**src/pfh_pkg.sv**
```systemverilog
// How it works
// RL1 - Read: address out, chip select and output enable low, write strobe high.
// RL2 - Device floats data whenever chip select or output enable is high.
// RL3 - Device latches address on strobe fall, data on strobe rise.
// RL4 - Write: chip select low, output enable high, data out, pulse strobe low.
// RL5 - Host never issues an undefined command to the device.
// RL6 - Reset low for minimum time returns device to read mode, data floats.
// RL7 - Reset during program or erase reaches read mode within recovery time.
// RL8 - Device holds ready_busy_n low until back in read mode after reset.
// RL9 - Reset and chip select high means standby; strobes ignored, data floats.
// RL10 - Active mode: output enable high floats data, low drives data.
// RL11 - Width select high gives word mode on all sixteen data lines.
// RL12 - Width select low: low byte only, top data line becomes lowest address.
// RL13 - Accelerate high voltage during write unprotects every sector.
// RL14 - Protect pin low keeps the two outermost boot sectors protected.
// RL15 - Protect pin high restores earlier boot sector protection state.
// RL16 - Device turns data lines between input and output as sequence needs.
// RL17 - System reset should also drive the flash reset pin.
// RL18 - Lock read: high voltage address line, A6 A0 low, A1 high; bit0 shows lock.
// RL19 - High voltage address line with A6 A1 A0 low returns maker code.
// RL20 - High voltage, A6 low, A1 A0 high returns 99h locked, 19h otherwise.
// RL21 - High voltage reset lets protected sectors be programmed and erased.
// RL22 - Each pin's high voltage level is a separate qualifier signal.
package pfh_pkg;
	localparam int ADDR_W = 21;
	localparam int DATA_W = 16;
	// Times in ns; clock period 100 ns
	localparam int CLK_NS = 100;
	localparam int SETUP_NS = 100;
	localparam int ACCESS_NS = 90;
	localparam int STROBE_NS = 50;
	localparam int RESET_PULSE_MIN_NS = 500;
	localparam int RESET_RECOVERY_NS = 20000;
	localparam int SETUP_CYC = (SETUP_NS + CLK_NS - 1) / CLK_NS;
	localparam int ACCESS_CYC = (ACCESS_NS + CLK_NS - 1) / CLK_NS + 1;
	localparam int STROBE_CYC = (STROBE_NS + CLK_NS - 1) / CLK_NS;
	localparam int RESET_PULSE_CYC = (RESET_PULSE_MIN_NS + CLK_NS - 1) / CLK_NS;
	localparam int RESET_RECOVERY_CYC = (RESET_RECOVERY_NS + CLK_NS - 1) / CLK_NS;
	localparam int CNT_W = 16;
	// Autoselect address pattern bits
	localparam int AS_BIT_A0 = 0;
	localparam int AS_BIT_A1 = 1;
	localparam int AS_BIT_A6 = 6;
	localparam logic [7:0] LOCKED_CODE = 8'h99;
	localparam logic [7:0] UNLOCKED_CODE = 8'h19;

	typedef enum logic [2:0] {
		PFH_IDLE = 3'b000,
		PFH_RD_SETUP = 3'b001,
		PFH_RD_WAIT = 3'b010,
		PFH_WR_SETUP = 3'b011,
		PFH_WR_STROBE = 3'b100,
		PFH_WR_HOLD = 3'b101,
		PFH_RST_PULSE = 3'b110,
		PFH_RST_WAIT = 3'b111
	} pfh_state_t;

	typedef enum logic [1:0] {
		PFH_OP_READ = 2'h0,
		PFH_OP_WRITE = 2'h1,
		PFH_OP_RESET = 2'h2,
		PFH_OP_AUTOSEL = 2'h3
	} pfh_op_t;

	typedef struct packed {
		pfh_op_t op;
		logic [ADDR_W-1:0] addr;
		logic [DATA_W-1:0] wdata;
	} pfh_req_t;

	// Pins to the flash
	typedef struct packed {
		logic chip_select_n;
		logic output_enable_n;
		logic write_strobe_n;
		logic hw_reset_n;
		logic hw_reset_hv;
		logic width_select_n;
		logic protect_accel_in;
		logic protect_accel_hv;
		logic autoselect_hv;
		logic [ADDR_W-1:0] addr;
		logic [DATA_W-1:0] data_out;
		logic data_oe;
	} pfh_pins_t;

	typedef struct packed {
		pfh_state_t state;
		logic [CNT_W-1:0] cnt;
		pfh_pins_t pins;
		logic [DATA_W-1:0] rdata;
		logic rvalid;
		logic [1:0] rdy_sync;
		logic [1:0] rst_hist;
	} pfh_regs_t;
endpackage

```
**src/pfh_host.sv**
```systemverilog
`timescale 1ns/1ps
`default_nettype none
module pfh_host
(
	// Clock and reset
	input wire logic sys_clk_i,
	input wire logic rst_i,
	// Request side
	input wire logic req_valid_i,
	output logic req_ready_o,
	input wire pfh_pkg::pfh_req_t req_i,
	output logic [pfh_pkg::DATA_W-1:0] rdata_o,
	output logic rvalid_o,
	output logic busy_o,
	// Static modes
	input wire logic word_mode_i,
	input wire logic write_protect_i,
	input wire logic accel_i,
	input wire logic temp_unprotect_i,
	// Flash pins
	output pfh_pkg::pfh_pins_t pins_o,
	input wire logic [pfh_pkg::DATA_W-1:0] data_in_i,
	input wire logic ready_busy_n_i
);
	import pfh_pkg::*;

	pfh_regs_t r;
	pfh_regs_t next_r;
	logic [DATA_W-1:0] data_sync1;
	logic [DATA_W-1:0] data_sync2;
	logic flash_ready;

	assign flash_ready = r.rdy_sync[1];
	assign req_ready_o = (r.state == PFH_IDLE) && flash_ready && !rst_i;
	assign rdata_o = r.rdata;
	assign rvalid_o = r.rvalid;
	assign busy_o = (r.state != PFH_IDLE) || !flash_ready;
	assign pins_o = r.pins;

	always_comb
	begin
		next_r = r;
		next_r.rvalid = 1'b0;
		next_r.rdy_sync = {r.rdy_sync[0], ready_busy_n_i};
		next_r.rst_hist = {r.rst_hist[0], 1'b1};
		// Width only changes between transfers, never inside one
		if (r.state == PFH_IDLE)
			next_r.pins.width_select_n = word_mode_i; // RL11 RL12
		// Low level protects boot sectors; high restores prior state; hv unprotects all
		next_r.pins.protect_accel_in = !write_protect_i; // RL14 RL15
		next_r.pins.protect_accel_hv = accel_i; // RL13 RL22
		case (r.state)
			PFH_IDLE:
			begin
				next_r.pins.chip_select_n = 1'b1; // RL9
				next_r.pins.output_enable_n = 1'b1;
				next_r.pins.write_strobe_n = 1'b1;
				next_r.pins.data_oe = 1'b0;
				next_r.pins.autoselect_hv = 1'b0;
				next_r.cnt = '0;
				if (r.rst_hist[1] == 1'b0)
				begin
					// System reset also resets the flash
					next_r.state = PFH_RST_PULSE; // RL17
					next_r.pins.hw_reset_n = 1'b0;
				end
				else if (req_valid_i && flash_ready)
				begin
					next_r.pins.addr = req_i.addr;
					// Byte reads: the lowest address bit rides on the top data line, which
					// stays undriven while reading, so only a pull on that line picks the byte
					if (!word_mode_i)
						next_r.pins.data_out = {req_i.addr[0], 15'h0000}; // RL12
					case (req_i.op)
						PFH_OP_READ:
						begin
							next_r.state = PFH_RD_SETUP;
							next_r.pins.chip_select_n = 1'b0;
						end
						PFH_OP_AUTOSEL:
						begin
							// Caller sets A6/A1/A0 for lock, maker or indicator reads
							next_r.state = PFH_RD_SETUP;
							next_r.pins.chip_select_n = 1'b0;
							next_r.pins.autoselect_hv = 1'b1; // RL18 RL19 RL20
						end
						PFH_OP_WRITE:
						begin
							// Caller supplies only defined command cycles
							next_r.state = PFH_WR_SETUP; // RL5
							next_r.pins.chip_select_n = 1'b0;
							if (word_mode_i)
								next_r.pins.data_out = req_i.wdata; // RL11
							else
								next_r.pins.data_out = {req_i.addr[0], 7'h00, req_i.wdata[7:0]}; // RL12
							next_r.pins.data_oe = 1'b1; // RL4 RL16
						end
						PFH_OP_RESET:
						begin
							next_r.state = PFH_RST_PULSE;
							next_r.pins.hw_reset_n = 1'b0; // RL6
						end
						default:
							next_r.state = PFH_IDLE;
					endcase
				end
			end
			PFH_RD_SETUP:
			begin
				next_r.pins.output_enable_n = 1'b0; // RL1 RL10
				next_r.state = PFH_RD_WAIT;
				next_r.cnt = '0;
			end
			PFH_RD_WAIT:
			begin
				next_r.cnt = r.cnt + 1'b1;
				if (r.cnt >= CNT_W'(ACCESS_CYC + 2))
				begin
					// Sample after the two-stage data synchroniser settles
					if (r.pins.width_select_n)
						next_r.rdata = data_sync2; // RL11
					else
						next_r.rdata = {8'h00, data_sync2[7:0]}; // RL12
					next_r.rvalid = 1'b1;
					next_r.pins.output_enable_n = 1'b1; // RL2
					next_r.pins.chip_select_n = 1'b1;
					next_r.pins.autoselect_hv = 1'b0;
					next_r.state = PFH_IDLE;
				end
			end
			PFH_WR_SETUP:
			begin
				next_r.cnt = r.cnt + 1'b1;
				if (r.cnt >= CNT_W'(SETUP_CYC - 1))
				begin
					// Address latched by the device on this fall
					next_r.pins.write_strobe_n = 1'b0; // RL3 RL4
					next_r.cnt = '0;
					next_r.state = PFH_WR_STROBE;
				end
			end
			PFH_WR_STROBE:
			begin
				next_r.cnt = r.cnt + 1'b1;
				if (r.cnt >= CNT_W'(STROBE_CYC - 1))
				begin
					// Data latched on this rise; keep data driven one more cycle
					next_r.pins.write_strobe_n = 1'b1; // RL3
					next_r.state = PFH_WR_HOLD;
				end
			end
			PFH_WR_HOLD:
			begin
				// Data stayed driven through the strobe rise; release the bus now
				next_r.pins.chip_select_n = 1'b1;
				next_r.pins.data_oe = 1'b0; // RL16
				next_r.state = PFH_IDLE;
			end
			PFH_RST_PULSE:
			begin
				next_r.cnt = r.cnt + 1'b1;
				if (r.cnt >= CNT_W'(RESET_PULSE_CYC - 1))
				begin
					next_r.pins.hw_reset_n = 1'b1; // RL6
					next_r.cnt = '0;
					next_r.state = PFH_RST_WAIT;
				end
			end
			PFH_RST_WAIT:
			begin
				// Wait for ready or the recovery bound, whichever first
				next_r.cnt = r.cnt + 1'b1;
				if ((flash_ready && r.cnt >= CNT_W'(2))
					|| r.cnt >= CNT_W'(RESET_RECOVERY_CYC)) // RL7 RL8
					next_r.state = PFH_IDLE;
			end
			default:
				next_r.state = PFH_IDLE;
		endcase

		// The reset pin's high level never overlaps a low reset pulse
		if (next_r.pins.hw_reset_n)
			next_r.pins.hw_reset_hv = temp_unprotect_i; // RL21 RL22
		else
			next_r.pins.hw_reset_hv = 1'b0; // RL6
	end

	always_ff @(posedge sys_clk_i or posedge rst_i)
	begin
		if (rst_i)
		begin
			r <= '0;
			r.state <= PFH_IDLE;
			r.pins.chip_select_n <= 1'b1;
			r.pins.output_enable_n <= 1'b1;
			r.pins.write_strobe_n <= 1'b1;
			r.pins.hw_reset_n <= 1'b0; // RL17
			r.pins.width_select_n <= 1'b1;
			r.pins.protect_accel_in <= 1'b1;
		end
		else
			r <= next_r;
	end

	// Two-stage synchroniser for the data bus
	// Only the second stage feeds logic; the first may still be settling
	always_ff @(posedge sys_clk_i or posedge rst_i)
	begin
		if (rst_i)
		begin
			data_sync1 <= '0;
			data_sync2 <= '0;
		end
		else
		begin
			data_sync1 <= data_in_i;
			data_sync2 <= data_sync1;
		end
	end
endmodule
`default_nettype wire

```
**config.mk**
```make
export PLATFORM = sky130hd
export DESIGN_NAME = pfh_host
export DESIGN_NICKNAME = d
export VERILOG_FILES = /design/src/pfh_pkg.sv /design/src/pfh_host.sv
export SDC_FILE = /design/constraint.sdc
export NUM_CORES = 1
export LEC_CHECK = 0
export BUFFER_PORTS_ARGS = -buffer_cell sky130_fd_sc_hd__buf_2
export CELL_PAD_IN_SITES_DETAIL_PLACEMENT = 1
export CELL_PAD_IN_SITES_GLOBAL_PLACEMENT = 2
export CORE_MARGIN = 3
export CORE_UTILIZATION = 34
export CTS_CLUSTER_DIAMETER = 120
export DETAILED_ROUTE_END_ITERATION = 16
export PLACE_DENSITY_LB_ADDON = 0.12
export SETUP_SLACK_MARGIN = 0.15
export SYNTH_ARGS = -nofsm -noshare
export SYNTH_HDL_FRONTEND = slang
export SYNTH_SLANG_ARGS = --single-unit
```
**constraint.sdc**
```tcl
create_clock -name sys_clk_i -period 5.3 [get_ports sys_clk_i]
set_clock_uncertainty 0.15 [all_clocks]
set_input_delay 0.795 -clock sys_clk_i [delete_from_list [all_inputs] [get_ports sys_clk_i]]
set_output_delay 0.795 -clock sys_clk_i [all_outputs]
set_load 0.1 [all_outputs]
```
-- Word level (Yosys, flattened, before mapping)
Index checks and enable logic that the tools add are counted.
W data, S select, Z words.
- bits of input ports: 63
- word-level logic and storage cells: 109
- bits in registers: 119
- output and inout bits: 66
- equal/unequal tests: 17
- reduce and logical (&&, ||, !) cells: 30
- magnitude comparators: 4
- multiplexer cells: 37
- add/subtract/negate cells: 1
- operators by type and width (operator ; count):
    $mux W39 ; 2
    $pmux W16 S4 ; 1
    $mux W16 ; 3
    $mux W19 ; 2
    $pmux W3 S8 ; 1
    $mux W17 ; 1
    $add A16 B1 Y16 const B ; 1
    $ge A16 B1 Y1 const B ; 1
    $ge A16 B2 Y1 const B ; 1
    $ge A16 B3 Y1 const B ; 1
    $ge A16 B8 Y1 const B ; 1
    $mux W3 ; 5
    $mux W1 ; 14
    $eq A3 B3 Y1 const B ; 4
    $reduce_bool A3 Y1 ; 4
    $ne A2 B2 Y1 const B ; 5
    $pmux W1 S3 ; 3
    $pmux W3 S3 ; 1
    $reduce_and A2 Y1 ; 4
    $eq A3 B2 Y1 const B ; 2
    $pmux W1 S2 ; 3
    $reduce_and A3 Y1 ; 2
    $reduce_and A6 Y1 ; 1
    $reduce_or A3 Y1 ; 2
    other kinds (15) ; 24

-- Logic depth before layout (Yosys ltp)
- depth after elaboration: 6
- mapped depth: 8
- mapped depth without buffers: 6

-- Worst setup path after synthesis
OpenSTA, ideal clock, no wires.
- path kind: register -> output
- start point: reg r[86] (netlist name)
- end point: out req_ready_o
- path slack: 1.305 ns
- arrival time: 3.050 ns
- buffers on the path: 0
- cell stages (with the launch flop): 5
- data required time: 4.355 ns
- cells stage by stage: dfrtp_1 -> or2_2 -> nor2_1 -> nand2_1 -> nor2_1
- longest elaborated chain between the ends: 3
- ends and longest elaborated chain (element ; RTL line ; source):
    start: declaration ; pfh_host.sv:27 ; pfh_regs_t r;
    start signal: assignment ; pfh_host.sv:202 ; r <= next_r;
    $logic_not A3 Y1 ; pfh_host.sv:34 ; assign req_ready_o = (r.state == PFH_IDLE) && flash_ready && !rst_i;
    $logic_and A1 B1 Y1 (2 in series) ; pfh_host.sv:34 ;
    end: declaration ; pfh_host.sv:10 ; output logic req_ready_o,
No other way between the ends.

-- Worst setup path after layout
Same ends and word-level chain as after synthesis.

==> results by group <==
Status
  • Status: complete, no violations

Worst setup path
  • Crit path cell chain: or2_2 > nor2_1 > nand2_1 > nor2_1 > buf_2
  • Crit. Startpoint: r[86]
  • Worst EP required: 4.36 ns
  • WS Path Type: reg -> out
  • Critical path's largest stage delay: 0.56 ns
  • Critical R2R Capture: pins_o[15]
  • Crit-path most repeated cell: nor2_1
  • RR Startpoint: r[86]
  • Worst Reg2Reg Path Length in Cells: 5
  • Critical-path top delay cell: dfrtp_1
  • WP data arrival: 2.29 ns
  • Setup slack, reg-to-reg: 2.45 ns
  • Worst setup EP type: primary output
  • Maximum fanout along the worst path: 15
  • CP endpoint: req_ready_o
  • Startpoint types: register

Clocking
  • Clk sinks: 119
  • Post-CTS setup buffers: 0
  • H-tree Lvls: 4
  • CTS tree: yes
  • Root Driver: clkbuf_16
  • Clk buf depth: 2
  • Worst-skew pair later-pin latency: 0.41 ns
  • Gates resized, CTS repair: 0
  • Clock transition at path regs: 0.05 ns
  • TritonCTS Buffers: 17
  • CTS hold repair buffers: 0

STA
  • Max Clock Freq: 309.0 MHz
  • Endpoints failing hold: 0
  • Final Max Slew Viols: 0
  • Final setup viols: 0
  • RSZ-0062 raised after global routing: no
  • Setup TNS: 0 ns
  • Slew headroom: 0.3151
  • Measured slew at the worst slew-check pin: 1.027 ns
  • Crit share post-route: 0.6107
  • Post-layout min period: 3.237 ns

Worst hold path
  • Hold Path Class: reg -> reg

Die
  • Rows: 44
  • Initial Util: 0.3522
  • Core area: 14700 sq um
  • Die Footprint: 16740 sq um
  • Die extent in x: 129.4 microns
  • I/O pin count: 129
  • Die Ht: 129.4 microns

Finish
  • N_diodes: 0
  • Layout Area Growth over Synthesis: 16.84%
  • Layout cells sized above 1: 0.4137
  • Nets: 566

Place
  • Placer congestion estimate: 0.7561
  • HPWL after DPL: 7830 microns
  • Number of port buffers: 128

Detailed routing
  • ANT nets after route: 0
  • 1st-iter DRT viols: 157
  • Routed WL: 11150 microns
  • Total number of vias: 3234
  • WL met2: 5452 microns
  • Number of vias per cell: 4.660
  • Routed wire length per instance: 16.07 microns
  • Metal-1 WL: 4674 microns
  • Highest metal used: met4
  • Drt first pass iters: 4
  • DRC: 0
  • Met3 WL post-DR: 872 microns

Synth
  • Post-synth cell types: 57
  • Number of synthesized flops with an enable pin: 0
  • Syn Inst Count: 427
  • Async SR Flop Fraction: 1.000
  • Ys Warns: 0
  • Top_reg_cell synth: dfrtp_1
  • Syn_area_per_cell: 12.13 sq um
  • Syn nets: 496
  • Post-synthesis sequential area ratio: 0.5764
  • Mapped cell area: 5177 sq um
  • Seq cells post-synth: 119

GRT
  • Largest net degree at the start of global routing: 85
  • GRT overflow: 0
  • Initial antenna violation count: 0
  • GRT Resource Usage Total: 0.1420
  • Vias in the first global route: 3536
  • Wire length of the first global-routing pass: 18240 microns

Flow run
  • Max_cap viols: 0
layer usage:
metal | GRT usage | vias up
met1 | 0.1718 | 1609
met5 | 0 | -
met3 | 0.06430 | 15
li1 | - | 1521
met4 | 0.05374 | 0
met2 | 0.2232 | 89
flip-flops by register name (all words and copies together), names as in the netlist:
| register | flops |
|---|---|
| data_sync1 | 16 |
| data_sync2 | 16 |
| flash_ready | 1 |
| next_r | 2 |
| pins_o | 47 |
| r | 20 |
| rdata_o | 16 |
| rvalid_o | 1 |
stage by stage:
stage,area [sq um],hold slack [ns],std cells,setup WS (ns),utilization
5_1_grt,6050,0.2014,694,1.878,0.4116
4_1_cts,6050,0.1990,694,2.016,0.4116
3_5_place_dp,5484,0.1855,662,2.364,0.3731
2_1_floorplan,5177,0.1812,427,1.206,-
6_report,6050,0.1939,694,2.063,0.4116
3_3_place_gp,5484,0.1824,662,2.486,0.3731
how the worst min path moves through the flow:
stage	endpoint	cells after the start	start
finish	data_sync2[3]	0	data_sync1[3]
global route	data_sync2[1]	0	data_sync1[1]
CTS	data_sync2[3]	0	data_sync1[3]
detailed placement	data_sync2[2]	0	data_sync1[2]
global placement	data_sync2[0]	0	data_sync1[0]
floorplan	data_sync2[0]	0	data_sync1[0]
worst max-delay path, delay by kind of cell, from the launching register on:
| family | cells | cell delay (ns) |
|---|---|---|
| buf+inv | 1 | 0.44 |
| flops | 1 | 0.56 |
| simple gates | 4 | 0.88 |
cell type report:
| class | instances | area [sq um] |
|---|---|---|
| tap | 184 | 230.2 |
| inverter | 12 | 47.55 |
| clock buffer | 18 | 439.2 |
| multi-input combinational | 218 | 1574 |
| fill | 1604 | 8650 |
| timing repair buffer | 129 | 648.1 |
| sequential | 119 | 2984 |
| clock inverter | 14 | 126.4 |
Yosys cell counts, types with 2 or more instances:
cell       count  area, sq um
a21o_1         2        15.01
a22o_1        16        140.1
and3_1         3        18.77
buf_2          4        20.02
buf_4         65        488.0
buf_6          5        56.30
clkbuf_1       3        11.26
dfrtp_1      114         2853
dfstp_2        5        131.4
ha_1           6        75.07
inv_1         11        41.29
mux2_1         2        22.52
mux2_2        28        315.3
nand2_1       39        146.4
nand2b_1       2        12.51
nand3_1       14        70.07
nor2_1        27        101.4
nor3_1         5        25.02
nor4_4         3        63.81
o21ai_0       16        80.08
o21bai_1       2        15.01
o2bb2ai_1      6        52.55
o31a_1         2        17.52
xnor2_1        5        43.79
xor2_1        10        87.58
cells in the final DEF (no fill, tap or decap), drive strengths merged, types with 3 or more instances in the layout:
cell / instances
a21o: 3
a22o: 16
and3: 3
buf: 129
clkbuf: 18
clkinv: 7
clkinvlp: 5
dfrtp: 114
dfstp: 5
ha: 6
inv: 13
mux2: 30
nand2: 39
nand3: 15
nor2: 28
nor3: 5
nor4: 4
o21ai: 19
o2bb2ai: 6
xnor2: 5
xor2: 10
logic make-up (layout without fill, tap and decap cells):
kind of cell | after synthesis | after routing | synth area share
fa+ha+maj | 6 | 6 | 0.01450
mux | 31 | 31 | 0.06718
flops | 119 | 119 | 0.5764
buf+inv | 90 | 173 | 0.1206
other cells | 1 | 1 | 0.0007243
compound gates | 57 | 57 | 0.08555
simple gates | 108 | 108 | 0.1097
xor+xnor | 15 | 15 | 0.02537
Power is left out: the tool's default activity adds up to more than one toggle a clock period on the data nets, which glitch-free logic cannot reach.
